==> src/rtl/i2cm_defs.svh <==
`ifndef I2CM_DEFS_SVH
`define I2CM_DEFS_SVH

// ----------------------------------------------------------------
// Register offsets (byte addresses)
// ----------------------------------------------------------------
`define I2CM_OFS_CTRL 5'h00
`define I2CM_OFS_STAT 5'h04
`define I2CM_OFS_FLAG 5'h08
`define I2CM_OFS_BUF 5'h0c
`define I2CM_OFS_BAUD 5'h10
`define I2CM_OFS_IEN 5'h14

// ----------------------------------------------------------------
// Field positions
// ----------------------------------------------------------------
`define I2CM_CTRL_START 0
`define I2CM_CTRL_RSTART 1
`define I2CM_CTRL_STOP 2
`define I2CM_CTRL_ACKSEQ 4
`define I2CM_CTRL_ACKVAL 5
`define I2CM_CTRL_ENABLE 7
`define I2CM_STAT_BF 0
`define I2CM_STAT_START 3
`define I2CM_STAT_STOP 4
`define I2CM_STAT_ACKSTAT 6
`define I2CM_FLAG_IRQ 0
`define I2CM_FLAG_BCOL 1
`define I2CM_FLAG_WRITE_COLLISION_FLAG 2

// ----------------------------------------------------------------
// Reset values and counts
// ----------------------------------------------------------------
`define I2CM_BAUD_RST 7'h04
`define I2CM_BAUD_W 7
`define I2CM_ACK_BIT 4'h8
`define I2CM_LAST_DATA_BIT 4'h7

`endif

==> src/rtl/i2cm_pkg.sv <==
package i2cm_pkg;

  // One-hot sequencer states
  typedef enum logic [16:0] {
    I2CM_IDLE = 17'h00001,
    I2CM_S_CHK = 17'h00002,
    I2CM_S_HI = 17'h00004,
    I2CM_S_LO = 17'h00008,
    I2CM_R_LO = 17'h00010,
    I2CM_R_REL = 17'h00020,
    I2CM_R_HI = 17'h00040,
    I2CM_R_SDA = 17'h00080,
    I2CM_T_LO = 17'h00100,
    I2CM_T_HI = 17'h00200,
    I2CM_A_LO = 17'h00400,
    I2CM_A_HI = 17'h00800,
    I2CM_P_LO = 17'h01000,
    I2CM_P_CNT = 17'h02000,
    I2CM_P_REL = 17'h04000,
    I2CM_P_SDA = 17'h08000,
    I2CM_P_END = 17'h10000
  } i2cm_state_t;

endpackage

==> src/rtl/i2cm_baud_if.sv <==
`timescale 1ns/1ps
`include "i2cm_defs.svh"

interface i2cm_baud_if;
  logic run;
  logic load;
  logic [`I2CM_BAUD_W-1:0] reload;
  logic tick;
  modport gen (input run, input load, input reload, output tick);
  modport user (output run, output load, output reload, input tick);
endinterface

==> src/rtl/i2cm_master.sv <==
// What this block does
// - Acknowledge enable pulls SCL low and drives the acknowledge value on SDA.
// - Acknowledge: one period, release SCL, wait high, one period, SCL low.
// - Acknowledge end clears its enable, stops baud counter, goes inactive.
// - Buffer write during acknowledge or stop sets write collision, buffer kept.
// - Stop: SDA low, reload on SDA low, release SCL, SDA one period later.
// - SDA seen high with SCL high during stop sets stop-detected.
// - One period after stop detect, clear stop bit and set port flag.
// - While asleep, completed byte wakes the processor if interrupt enabled.
// - Reset or disable aborts transfers and clears start and stop detected.
// - Stop seen on busy bus raises port flag when interrupt enabled.
// - Released SDA read low with SCL high in a data bit or acknowledge sequence sets bus collision, goes idle.
// - Byte collision halts shift, clears buffer full, releases lines.
// - Sequence collision aborts it, releases lines, clears its enable bit.
// - After collision, next buffer write sends from the first bit.
// - SDA or SCL low when start begins aborts with bus collision.
// - Start loads counter once SDA high; SCL low while SDA high collides.
// - SDA low in first start count asserts SDA early; else at count end.
// - Repeated start releases SCL after count; SDA low at SCL high collides.
// - Repeated start high phase: SDA fall fine, SCL fall collides.
// - Both high at timeout: SDA low, reload, then SCL low regardless.
// - Each baud period reloads from low seven reload bits until rollover.
//
// Implementation choices: the register addresses and the Avalon-MM interface to the registers.
`timescale 1ns/1ps
`include "i2cm_defs.svh"

module i2cm_master (
  input wire logic core_clk,
  input wire logic reset,
  input wire logic [4:0] avs_address,
  input wire logic avs_read,
  input wire logic avs_write,
  input wire logic [31:0] avs_writedata,
  output logic [31:0] avs_readdata,
  output logic avs_waitrequest,
  input wire logic sda_in,
  output logic sda_out,
  output logic sda_oe,
  input wire logic scl_in,
  output logic scl_out,
  output logic scl_oe,
  input wire logic sleep_mode,
  output logic wake_req
);

  // ----------------------------------------------------------------
  // Pin synchronisers
  // ----------------------------------------------------------------
  logic sda_s1_reg, sda_s2_reg, sda_d_reg;
  logic scl_s1_reg, scl_s2_reg, scl_d_reg;

  always_ff @(posedge core_clk) begin
    sda_s1_reg <= sda_in;
    sda_s2_reg <= sda_s1_reg;
    sda_d_reg <= sda_s2_reg;
    scl_s1_reg <= scl_in;
    scl_s2_reg <= scl_s1_reg;
    scl_d_reg <= scl_s2_reg;
  end

  wire sda = sda_s2_reg;
  wire scl = scl_s2_reg;
  wire bus_start = scl && scl_d_reg && sda_d_reg && !sda;
  wire bus_stop = scl && scl_d_reg && !sda_d_reg && sda;

  // ----------------------------------------------------------------
  // Registers and state
  // ----------------------------------------------------------------
  i2cm_pkg::i2cm_state_t st_reg;
  logic ack_reg;
  logic [31:0] rdata_reg;
  logic en_reg, ien_reg, ackval_reg;
  logic sen_reg, rsen_reg, pen_reg, ack_sequence_enable_reg;
  logic bf_reg, sdet_reg, pdet_reg, ackstat_reg;
  logic irq_reg, bcol_reg, write_collision_flag_reg;
  logic [7:0] buf_reg, shift_reg;
  logic [3:0] bit_reg;
  logic [6:0] baud_reg;
  logic sda_low_reg, scl_low_reg, load_reg, wake_reg;

  i2cm_baud_if bif ();
  assign bif.run = (st_reg != i2cm_pkg::I2CM_IDLE);
  assign bif.load = load_reg;
  assign bif.reload = baud_reg;
  wire tick = bif.tick;

  i2cm_baud #(
    .W(`I2CM_BAUD_W)
  ) u_baud (
    .core_clk(core_clk),
    .reset(reset),
    .bif(bif)
  );

  // ----------------------------------------------------------------
  // Bus decode
  // ----------------------------------------------------------------
  function automatic logic hit(input logic [4:0] a, input logic [4:0] ofs);
    hit = (a == ofs);
  endfunction

  wire take = (avs_read || avs_write) && ack_reg;
  wire wr = take && avs_write;
  wire wr_ctrl = wr && hit(avs_address, `I2CM_OFS_CTRL);
  wire wr_flag = wr && hit(avs_address, `I2CM_OFS_FLAG);
  wire wr_buf = wr && hit(avs_address, `I2CM_OFS_BUF);
  wire rd_buf = take && avs_read && hit(avs_address, `I2CM_OFS_BUF);
  wire idle = (st_reg == i2cm_pkg::I2CM_IDLE);
  // No queueing: sequence bits accepted only while inactive
  wire cmd_ok = wr_ctrl && idle && en_reg;
  wire go_sen = cmd_ok && avs_writedata[`I2CM_CTRL_START];
  wire go_rsen = cmd_ok && avs_writedata[`I2CM_CTRL_RSTART] && !go_sen;
  wire go_pen = cmd_ok && avs_writedata[`I2CM_CTRL_STOP] && !go_sen && !go_rsen;
  wire go_ack = cmd_ok && avs_writedata[`I2CM_CTRL_ACKSEQ] && !go_sen && !go_rsen
                && !go_pen;
  // Buffer is refused while any sequence or byte is in flight
  wire buf_ok = wr_buf && idle && en_reg && !go_sen;
  wire write_collision_flag_set = wr_buf && !buf_ok;

  wire [31:0] ctrl_rd = {24'h000000, en_reg, 1'b0, ackval_reg, ack_sequence_enable_reg, 1'b0,
                         pen_reg, rsen_reg, sen_reg};
  wire [31:0] stat_rd = {25'h0000000, ackstat_reg, 1'b0, pdet_reg, sdet_reg, 2'b00,
                         bf_reg};
  wire [31:0] flag_rd = {29'h00000000, write_collision_flag_reg, bcol_reg, irq_reg};
  wire [31:0] rd_mux =
    hit(avs_address, `I2CM_OFS_CTRL) ? ctrl_rd :
    hit(avs_address, `I2CM_OFS_STAT) ? stat_rd :
    hit(avs_address, `I2CM_OFS_FLAG) ? flag_rd :
    hit(avs_address, `I2CM_OFS_BUF) ? {24'h000000, buf_reg} :
    hit(avs_address, `I2CM_OFS_BAUD) ? {25'h0000000, baud_reg} :
    hit(avs_address, `I2CM_OFS_IEN) ? {31'h00000000, ien_reg} : 32'h00000000;

  // One wait cycle per access keeps read data registered
  assign avs_waitrequest = (avs_read || avs_write) && !ack_reg;
  assign avs_readdata = rdata_reg;
  assign sda_out = 1'b0;
  assign scl_out = 1'b0;
  assign sda_oe = sda_low_reg;
  assign scl_oe = scl_low_reg;
  assign wake_req = wake_reg;

  // ----------------------------------------------------------------
  // Arbitration checks
  // ----------------------------------------------------------------
  wire c_s0 = (st_reg == i2cm_pkg::I2CM_S_CHK) && (!sda || !scl);
  wire c_s1 = (st_reg == i2cm_pkg::I2CM_S_HI) && sda && !scl;
  wire c_r1 = (st_reg == i2cm_pkg::I2CM_R_REL) && scl && !sda;
  wire c_r2 = (st_reg == i2cm_pkg::I2CM_R_HI) && !scl && sda;
  wire c_tx = (st_reg == i2cm_pkg::I2CM_T_HI) && scl && !sda_low_reg && !sda
              && (bit_reg != `I2CM_ACK_BIT);
  wire c_ak = (st_reg == i2cm_pkg::I2CM_A_HI) && scl && !sda_low_reg && !sda;
  wire c_p = (st_reg == i2cm_pkg::I2CM_P_REL) && tick && !scl;
  wire col = c_s0 || c_s1 || c_r1 || c_r2 || c_tx || c_ak || c_p;

  // Hardware sets win over software clears in the same cycle
  wire irq_ev = (tick && (st_reg == i2cm_pkg::I2CM_S_LO || st_reg == i2cm_pkg::I2CM_R_SDA
                || st_reg == i2cm_pkg::I2CM_P_END))
                || (tick && st_reg == i2cm_pkg::I2CM_T_HI && bit_reg == `I2CM_ACK_BIT)
                || (bus_stop && ien_reg);
  wire byte_done = tick && st_reg == i2cm_pkg::I2CM_T_HI && bit_reg == `I2CM_ACK_BIT;

  // ----------------------------------------------------------------
  // Software registers and flags
  // ----------------------------------------------------------------
  always_ff @(posedge core_clk) begin
    if (reset) begin
      ack_reg <= 1'b0;
      rdata_reg <= 32'h00000000;
      en_reg <= 1'b0;
      ien_reg <= 1'b0;
      ackval_reg <= 1'b0;
      baud_reg <= `I2CM_BAUD_RST;
      irq_reg <= 1'b0;
      bcol_reg <= 1'b0;
      write_collision_flag_reg <= 1'b0;
      buf_reg <= 8'h00;
      wake_reg <= 1'b0;
    end else begin
      ack_reg <= (avs_read || avs_write) && !ack_reg;
      if ((avs_read || avs_write) && !ack_reg) begin
        rdata_reg <= rd_mux;
      end
      if (wr_ctrl) begin
        en_reg <= avs_writedata[`I2CM_CTRL_ENABLE];
        ackval_reg <= avs_writedata[`I2CM_CTRL_ACKVAL];
      end
      if (wr && hit(avs_address, `I2CM_OFS_BAUD)) begin
        baud_reg <= avs_writedata[6:0];
      end
      if (wr && hit(avs_address, `I2CM_OFS_IEN)) begin
        ien_reg <= avs_writedata[0];
      end
      if (buf_ok) begin
        buf_reg <= avs_writedata[7:0];
      end
      irq_reg <= irq_ev || (irq_reg && !(wr_flag && avs_writedata[`I2CM_FLAG_IRQ]));
      bcol_reg <= col || (bcol_reg && !(wr_flag && avs_writedata[`I2CM_FLAG_BCOL]));
      write_collision_flag_reg <= write_collision_flag_set || (write_collision_flag_reg && !(wr_flag && avs_writedata[`I2CM_FLAG_WRITE_COLLISION_FLAG]));
      wake_reg <= sleep_mode && ien_reg && byte_done;
    end
  end

  // ----------------------------------------------------------------
  // Bus condition detectors
  // ----------------------------------------------------------------
  always_ff @(posedge core_clk) begin
    if (reset || !en_reg) begin
      sdet_reg <= 1'b0;
      pdet_reg <= 1'b0;
    end else if (bus_start) begin
      sdet_reg <= 1'b1;
      pdet_reg <= 1'b0;
    end else if (bus_stop) begin
      sdet_reg <= 1'b0;
      pdet_reg <= 1'b1;
    end
  end

  // ----------------------------------------------------------------
  // Sequencer
  // ----------------------------------------------------------------
  always_ff @(posedge core_clk) begin
    if (reset || !en_reg || col) begin
      // Collision or disable: abort, free both lines, drop enables
      st_reg <= i2cm_pkg::I2CM_IDLE;
      sen_reg <= 1'b0;
      rsen_reg <= 1'b0;
      pen_reg <= 1'b0;
      ack_sequence_enable_reg <= 1'b0;
      sda_low_reg <= 1'b0;
      scl_low_reg <= 1'b0;
      bf_reg <= 1'b0;
      bit_reg <= 4'h0;
      shift_reg <= 8'h00;
      load_reg <= 1'b0;
      if (reset) begin
        ackstat_reg <= 1'b0;
      end
    end else begin
      load_reg <= 1'b0;
      if (rd_buf) begin
        bf_reg <= 1'b0;
      end
      case (st_reg)
        i2cm_pkg::I2CM_IDLE: begin
          if (go_sen) begin
            sen_reg <= 1'b1;
            st_reg <= i2cm_pkg::I2CM_S_CHK;
          end else if (go_rsen) begin
            rsen_reg <= 1'b1;
            scl_low_reg <= 1'b1;
            sda_low_reg <= 1'b0;
            load_reg <= 1'b1;
            st_reg <= i2cm_pkg::I2CM_R_LO;
          end else if (go_pen) begin
            pen_reg <= 1'b1;
            sda_low_reg <= 1'b1;
            st_reg <= i2cm_pkg::I2CM_P_LO;
          end else if (go_ack) begin
            ack_sequence_enable_reg <= 1'b1;
            scl_low_reg <= 1'b1;
            sda_low_reg <= !avs_writedata[`I2CM_CTRL_ACKVAL];
            load_reg <= 1'b1;
            st_reg <= i2cm_pkg::I2CM_A_LO;
          end else if (buf_ok) begin
            bf_reg <= 1'b1;
            shift_reg <= avs_writedata[7:0];
            bit_reg <= 4'h0;
            scl_low_reg <= 1'b1;
            sda_low_reg <= !avs_writedata[7];
            load_reg <= 1'b1;
            st_reg <= i2cm_pkg::I2CM_T_LO;
          end
        end
        i2cm_pkg::I2CM_S_CHK: begin
          load_reg <= 1'b1;
          st_reg <= i2cm_pkg::I2CM_S_HI;
        end
        i2cm_pkg::I2CM_S_HI: begin
          if (!sda || tick) begin
            sda_low_reg <= 1'b1;
            load_reg <= 1'b1;
            st_reg <= i2cm_pkg::I2CM_S_LO;
          end
        end
        i2cm_pkg::I2CM_S_LO: begin
          if (tick) begin
            scl_low_reg <= 1'b1;
            sen_reg <= 1'b0;
            st_reg <= i2cm_pkg::I2CM_IDLE;
          end
        end
        i2cm_pkg::I2CM_R_LO: begin
          if (tick && sda) begin
            scl_low_reg <= 1'b0;
            st_reg <= i2cm_pkg::I2CM_R_REL;
          end
        end
        i2cm_pkg::I2CM_R_REL: begin
          load_reg <= 1'b1;
          if (scl) begin
            st_reg <= i2cm_pkg::I2CM_R_HI;
          end
        end
        i2cm_pkg::I2CM_R_HI: begin
          if (tick && scl && sda) begin
            sda_low_reg <= 1'b1;
            load_reg <= 1'b1;
            st_reg <= i2cm_pkg::I2CM_R_SDA;
          end
        end
        i2cm_pkg::I2CM_R_SDA: begin
          if (tick) begin
            scl_low_reg <= 1'b1;
            rsen_reg <= 1'b0;
            st_reg <= i2cm_pkg::I2CM_IDLE;
          end
        end
        i2cm_pkg::I2CM_T_LO: begin
          if (tick) begin
            scl_low_reg <= 1'b0;
            st_reg <= i2cm_pkg::I2CM_T_HI;
          end
        end
        i2cm_pkg::I2CM_T_HI: begin
          // Hold the count while a slave stretches SCL
          load_reg <= !scl;
          if (tick) begin
            scl_low_reg <= 1'b1;
            if (bit_reg == `I2CM_ACK_BIT) begin
              ackstat_reg <= sda;
              sda_low_reg <= 1'b0;
              st_reg <= i2cm_pkg::I2CM_IDLE;
            end else begin
              shift_reg <= {shift_reg[6:0], 1'b0};
              bit_reg <= bit_reg + 4'h1;
              sda_low_reg <= (bit_reg != `I2CM_LAST_DATA_BIT) && !shift_reg[6];
              if (bit_reg == `I2CM_LAST_DATA_BIT) begin
                bf_reg <= 1'b0;
              end
              load_reg <= 1'b1;
              st_reg <= i2cm_pkg::I2CM_T_LO;
            end
          end
        end
        i2cm_pkg::I2CM_A_LO: begin
          if (tick) begin
            scl_low_reg <= 1'b0;
            st_reg <= i2cm_pkg::I2CM_A_HI;
          end
        end
        i2cm_pkg::I2CM_A_HI: begin
          load_reg <= !scl;
          if (tick) begin
            scl_low_reg <= 1'b1;
            ack_sequence_enable_reg <= 1'b0;
            st_reg <= i2cm_pkg::I2CM_IDLE;
          end
        end
        i2cm_pkg::I2CM_P_LO: begin
          if (!sda) begin
            load_reg <= 1'b1;
            st_reg <= i2cm_pkg::I2CM_P_CNT;
          end
        end
        i2cm_pkg::I2CM_P_CNT: begin
          if (tick) begin
            scl_low_reg <= 1'b0;
            load_reg <= 1'b1;
            st_reg <= i2cm_pkg::I2CM_P_REL;
          end
        end
        i2cm_pkg::I2CM_P_REL: begin
          // Period starts once SCL is seen high, so stretching is no collision
          load_reg <= !scl;
          if (tick) begin
            sda_low_reg <= 1'b0;
            st_reg <= i2cm_pkg::I2CM_P_SDA;
          end
        end
        i2cm_pkg::I2CM_P_SDA: begin
          load_reg <= 1'b1;
          if (sda && scl) begin
            st_reg <= i2cm_pkg::I2CM_P_END;
          end
        end
        i2cm_pkg::I2CM_P_END: begin
          if (tick) begin
            pen_reg <= 1'b0;
            st_reg <= i2cm_pkg::I2CM_IDLE;
          end
        end
        default: begin
          st_reg <= i2cm_pkg::I2CM_IDLE;
        end
      endcase
    end
  end

  // Software arbitration readiness is judged from sdet/pdet
endmodule

==> src/rtl/i2cm_baud.sv <==
`timescale 1ns/1ps
`include "i2cm_defs.svh"

module i2cm_baud #(
  parameter int W = `I2CM_BAUD_W
) (
  input wire logic core_clk,
  input wire logic reset,
  i2cm_baud_if.gen bif
);
  logic [W-1:0] cnt_reg;
  logic [W-1:0] cnt_next;
  wire roll = (cnt_reg == '0);

  // Reload on load or rollover, so one period is reload+1 cycles
  assign cnt_next = (bif.load || roll) ? bif.reload[W-1:0] : cnt_reg - 1'b1;
  assign bif.tick = bif.run && !bif.load && roll;

  always_ff @(posedge core_clk) begin
    if (reset || !bif.run) begin
      cnt_reg <= '0;
    end else begin
      cnt_reg <= cnt_next;
    end
  end
endmodule

==> config.mk <==
export PLATFORM = sky130hd
export DESIGN_NAME = i2cm_master
export DESIGN_NICKNAME = d
export VERILOG_FILES = /design/src/rtl/i2cm_pkg.sv /design/src/rtl/i2cm_baud_if.sv /design/src/rtl/i2cm_master.sv /design/src/rtl/i2cm_baud.sv
export VERILOG_INCLUDE_DIRS = /design/src /design/src/rtl
export SDC_FILE = /design/constraint.sdc
export NUM_CORES = 1
export LEC_CHECK = 0
export BUFFER_PORTS_ARGS = -buffer_cell sky130_fd_sc_hd__buf_4
export CAP_MARGIN = 40
export CORE_UTILIZATION = 40
export CTS_CLUSTER_DIAMETER = 40
export DETAILED_ROUTE_END_ITERATION = 7
export PLACE_DENSITY = 0.7
export SYNTH_ARGS = -nofsm -noshare
export SYNTH_HDL_FRONTEND = slang
export SYNTH_SLANG_ARGS = --single-unit
==> constraint.sdc <==
create_clock -name core_clk -period 2.5 [get_ports core_clk]
set_clock_uncertainty 0.15 [all_clocks]
set_input_delay 0.75 -clock core_clk [delete_from_list [all_inputs] [get_ports core_clk]]
set_output_delay 0.75 -clock core_clk [all_outputs]
set_load 0.005 [all_outputs]
==> qor.yml, run 1 <==
timing.fmax_ghz: 0.356
instances_no_fill: 899
overflow: 0
clkLatencyLatePin_ns: 0.35
yosys_most_used_dff: "dfxtp_1"
power_leakage_nw: 2.73
mostFrequentLayoutCell: "buf_4"
worst_slack_ns: -0.308
rows: 39
final_cell_mix: "buf_4, dfxtp_1, nor2_1, nand2_1, a21oi_1"
die_w_um: 112
io_pins: 82
critPathLaunchType: "flop"
fin_crit_ns: 2.81
wl_um: 17000
nFillCells: 1013
powerDensity_mw_per_mm2: 416
gp_congestion: 1.02
synth.distinct_cells: 73
avgSynthCellArea_sq_um: 8.06
htree_levels: 3
coreArea_sq_mm: 0.0116
die_y_um: 112
fin_nets: 799
largest_reg_flops: 17
synth-seq-cells: 83
area.growth.synth_to_final_pct: 42.4
wl_per_cell_um: 18.9
wl_met2_um: 7780
grt_pass1_wl_um: 26400
period_share_pct: 112
clk_pin_slew_ns: 0.07
dieArea_sq_mm: 0.0125
cts_made_buffers: 9
arrival_ns: 2.95
required_ns: 2.64
endpoint_kind: "flop"
rsz0062_at_grt: "true"
cap_violations: 0
drive_above_1_share_pct: 37.3
synth-edff-count: 1
antenna_found_initial: 0
hp-class: "reg2reg"
port_buffers: 31
cts_tree: "built"
drt_first_pass_iters: 8
num_vias: 5289
yosys_warnings: 0
diodes: 0
postSynthCellCount: 597
irDropWorstVdd_mv: 0.340
ant_nets: 0
place_inst: 860
wl_met1_um: 7040
cp_max_fo: 6
crit_type: "reg2reg"
slew_headroom_pct: 48.1
fin_area_sq_mm: 0.00685
track_usage_pct: 27.1
cts_sinks: 83
cts-hold-fix-buffers: 0
hold_violations: 0
drcViolationCount: 6
setup_violations: 38
worstMarginPinSlew_ns: 0.775
first_iter_violations: 415
synth_area_sq_mm: 0.00481
status: "finished, violations left"
dpl_cell_area_sq_mm: 0.00599
grt_max_degree: 34
ys_seq_area_share_pct: 34.7
clk_path_buf_depth: 2
grt_pass1_vias: 5117
start_util_pct: 41.6
async_flop_share_pct: 0
dp_hpwl_um: 12000
wl_met3_um: 1480
cts_root_buffer: "clkbuf_16"
viasPerCell: 5.88
slew_violations: 0
violations: "DRC, setup timing"
dr.max_layer_used: "met4"
p_total_mw: 2.85
## power by group
part	switching, mW	leakage, nW	internal (mW)
Sequential	0.00999	0.676	1.34
Combinational	0.111	1.91	0.0837
Clock	0.613	0.140	0.689
Total	0.734	2.73	2.11
## per-layer routing
| metal | global-route usage [%] | vias to the layer above |
|---|---|---|
| met4 | 12.3 | 0 |
| met2 | 43.9 | 283 |
| met5 | 0 | - |
| li1 | - | 2444 |
| met3 | 5.77 | 61 |
| met1 | 34.7 | 2501 |
## final cells by class
class | instances | area [sq um] | share of cell area [%]
tap | 143 | 179 | 2.61
multi-input combinational | 454 | 3090 | 45.2
clock buffer | 9 | 225 | 3.29
inverter | 18 | 67.6 | 0.986
clock inverter | 7 | 61.3 | 0.895
sequential | 83 | 1670 | 24.4
timing repair buffer | 185 | 1550 | 22.6
## synthesized netlist by cell type (all sizes together) (5+ instances only)
| master | n | share of area (%) |
|---|---|---|
| a211oi | 17 | 3.0 |
| a21oi | 48 | 5.1 |
| a221oi | 5 | 0.91 |
| and3 | 7 | 0.91 |
| buf | 45 | 6.7 |
| clkbuf | 22 | 1.7 |
| dfxtp | 82 | 34 |
| inv | 18 | 1.4 |
| mux2i | 15 | 3.1 |
| nand2 | 46 | 3.6 |
| nand2b | 10 | 1.3 |
| nand3 | 19 | 2.0 |
| nand4 | 15 | 2.0 |
| nand4b | 6 | 1.1 |
| nor2 | 69 | 5.4 |
| nor2b | 6 | 0.78 |
| nor3 | 20 | 2.2 |
| nor4 | 13 | 2.8 |
| o2111ai | 5 | 1.4 |
| o21ai | 35 | 3.8 |
| or2 | 5 | 0.65 |
| or3 | 13 | 1.7 |
| or4 | 8 | 1.3 |
| xnor2 | 5 | 0.91 |
## worst paths after layout
path	startpoint	slack, ns	to	cells after the start
worst max-delay path	u_baud.cnt_reg[0]	-0.31	st_reg[14]	9
worst min register to register	sda_s1_reg	0.18	sda	0
worst max register to register	u_baud.cnt_reg[0]	-0.31	st_reg[14]	9
worst min-delay path	sda_s1_reg	0.18	sda	0
## logic make-up (layout without fill, tap and decap cells)
kind of cell / after synthesis / count (layout) / synth area share [%]
compound gates: 150 / 150 / 21.6
simple gates: 248 / 248 / 27.5
other cells: 1 / 26 / 0.0779
fa+ha+maj: 4 / 4 / 1.04
flops: 83 / 83 / 34.7
mux: 17 / 17 / 3.59
buf+inv: 85 / 219 / 9.83
xor+xnor: 9 / 9 / 1.64
## worst max-delay path: stages (launching register included)
cell and delay [ns]:
dfxtp_2 0.32, inv_2 0.05, ha_2 0.15, or4b_4 0.48, nor4_4 0.24, a21boi_4 0.30
o2111ai_4 0.21, buf_6 0.21, or4_4 0.49, a21oi_2 0.14
## through the flow
| stage | hold slack [ns] | TNS (ns) | utilization (%) | worst slack, ns |
|---|---|---|---|---|
| 6_report | 0.179 | -6.05 | 59.2 | -0.308 |
| 3_5_place_dp | 0.164 | -9.44 | 51.8 | -0.431 |
| 2_1_floorplan | 0.160 | -0.460 | - | -0.165 |
| 3_3_place_gp | 0.164 | -7.58 | 51.8 | -0.403 |
| 4_1_cts | 0.182 | -6.13 | 57.1 | -0.301 |
| 5_1_grt | 0.194 | -9.85 | 59.2 | -0.394 |
## repair_timing
item                       4_1_cts  5_1_grt
resized for setup               42       59
buffers inserted                13       15
pin swaps                       11       18
gates cloned                     4        0
setup endpoints to repair       39       41
(Power assumes the default switching activity.)
==> run 2, diff against run 1 <==
--- a/config.mk
+++ b/config.mk
@@ -12,6 +12,7 @@
 export CTS_CLUSTER_DIAMETER = 40
 export DETAILED_ROUTE_END_ITERATION = 7
 export PLACE_DENSITY = 0.7
+export SKIP_CTS_REPAIR_TIMING = 1
 export SYNTH_ARGS = -nofsm -noshare
 export SYNTH_HDL_FRONTEND = slang
 export SYNTH_SLANG_ARGS = --single-unit
==> run 2 against run 1 <==
Effect of this change:
- the flow still finishes with violations (DRC, setup timing)
- clock-buffer cell count is the same
- clock power is essentially flat
- sequential power is essentially flat
- non-clock buffer count shrank 6
- register-to-register slack lost 0.05 ns
- die area is the same
- worst hold slack is essentially flat
- via count shrank 1.9%
- routed wire length shrank 3.3%
- critical path type unchanged
==> qor.yml, run 2 (same netlist as run 1, synthesis figures left out) <==
status: "finished, violations left"
violations: "DRC, setup timing"
cts_sinks: 83  # unchanged
clk_pin_slew_ns: 0.07  # about the same
hold_start: "sda_s1_reg"
dp_hpwl_um: 12000  # unchanged
area.growth.synth_to_final_pct: 38.8
setup_violations: 37  # -2.6%
instances_no_fill: 893  # -0.67%
drive_above_1_share_pct: 34.3  # -3.0 points
power_leakage_nw: 2.67  # -2.1%
seqCellArea_sq_mm: 0.00167  # about the same
crit_path_cell_trace: "inv_2 -> ha_4 -> or4b_4 -> nor4_4 -> a21boi_4 -> o2111ai_4 -> buf_6 -> or4_4 -> a211oi_2"
cap_violations: 0  # unchanged
critPathLaunch: "u_baud.cnt_reg[0]"
switchingPower_uw: 727  # -0.91%
critPathSlowestCell: "or4_4"
io_pins: 82  # unchanged
gp_congestion: 1.02  # unchanged
start_util_pct: 41.6  # unchanged
hold_violations: 0  # unchanged
fin_setup_tns_ns: -6.13  # -0.0801 ns
worstReg2RegStart: "u_baud.cnt_reg[0]"
die_y_um: 112  # unchanged
drcViolationCount: 6  # unchanged
clkPwrFrac_pct: 45.6  # about the same
ant_nets: 0  # unchanged
mostFrequentLayoutCell: "buf_4"
fin_area_sq_mm: 0.00668  # -2.5%
crit_path_max_incr_delay_ns: 0.51  # +0.02 ns
p_comb_share_pct: 6.8  # about the same
slew_violations: 0  # unchanged
diodes: 0  # unchanged
slew_headroom_pct: 48.3  # +0.14 points
cts_made_buffers: 9  # unchanged
place_ws_ns: -0.431  # unchanged
timing.fmax_ghz: 0.350  # -1.7%
first_iter_violations: 430  # +3.6%
track_usage_pct: 25.7  # -1.4 points
cp_max_fo: 4  # -2
powerDensity_mw_per_mm2: 425  # +2.3%
largest_reg_flops: 17  # unchanged
antenna_found_initial: 0  # unchanged
whs_ns: 0.178  # -0.000424 ns
fin_nets: 793  # -0.75%
intPower_mw: 2.11  # about the same
wl_per_cell_um: 18.4  # -2.6%
final_cell_mix: "buf_4, dfxtp_1, nor2_1, nand2_1, a21oi_1"
cts_tree: "built"
hp-class: "reg2reg"
coreArea_sq_mm: 0.0116  # unchanged
critPathLaunchType: "flop"
rows: 39  # unchanged
cts_root_buffer: "clkbuf_16"
arrival_ns: 2.98  # +0.03 ns
drt_first_pass_iters: 8  # unchanged
htree_levels: 3  # unchanged
clk_path_buf_depth: 2  # unchanged
port_buffers: 31  # unchanged
grt_pass1_vias: 4897  # -4.3%
place_inst: 860  # unchanged
nFillCells: 1048  # +3.5%
wl_um: 16400  # -3.3%
post-route-util_pct: 57.8  # -1.5 points
required_ns: 2.62  # -0.02 ns
worstMarginPinSlew_ns: 0.773  # -0.00212 ns
clkLatencyLatePin_ns: 0.35  # about the same
dpl_cell_area_sq_mm: 0.00599  # unchanged
num_vias: 5188  # -1.9%
fin_crit_ns: 2.86  # +0.0484 ns
crit_type: "reg2reg"
p_total_mw: 2.84  # -0.25%
overflow: 0  # unchanged
worst_slack_ns: -0.356  # -0.0484 ns
viasPerCell: 5.81  # -1.3%
multi_input_area_sq_mm: 0.00297  # -3.9%
dieArea_sq_mm: 0.0125  # unchanged
swShare_pct: 25.6  # -0.17 points
die_w_um: 112  # unchanged
grt_pass1_wl_um: 25100  # -4.7%
irDropWorstVdd_mv: 0.331  # -2.5%
grt_max_degree: 34  # unchanged
endpoint_kind: "flop"
rsz0062_at_grt: "true"
seq_power_share_pct: 47.6  # +0.2 points
period_share_pct: 114  # +1.9 points
-- run 2: area by class of cell --
| type | count | area share [%] |
|---|---|---|
| multi-input combinational | 454 | 44.5 |
| sequential | 83 | 25.0 |
| timing repair buffer | 179 | 22.5 |
| clock buffer | 9 | 3.37 |
| tap | 143 | 2.68 |
| inverter | 18 | 1.01 |
| clock inverter | 7 | 0.918 |
-- run 2: path summary, 6_finish.rpt --
kind	to	slack (ns)	cells past startpoint
worst max register to register	bit_reg[2]	-0.36	9
worst min register to register	sda	0.18	0
worst max-delay path	bit_reg[2]	-0.36	9
worst min-delay path	sda	0.18	0
-- run 2: routing by layer --
metal  global-route usage [%]  wire length (um)  share of wire (%)  vias up
met5                        0                 0                  0        -
met4                     12.3               673                4.1        0
met3                     3.92              1150                7.0       51
met2                     41.0              7550                 46      253
met1                     34.0              7060                 43     2459
li1                         -                 -                  -     2425
-- run 2: power by group through the flow --
stage	combinational [mW]	clock (mW)	sequential, mW
CTS	0.187	1.31	1.35
floorplan	0.114	0	1.38
detailed placement	0.186	0	1.38
global route	0.209	1.36	1.35
global placement	0.184	0	1.38
finish	0.193	1.30	1.35
-- run 2: critical path, delay by kind of cell (launching register included) --
kind,cells,cell delay (ns)
and+or+nand+nor,3,1.23
adders and majority gates,1,0.12
buffers and inverters,2,0.25
DFF,1,0.32
AOI/OAI and AO/OA,3,0.71
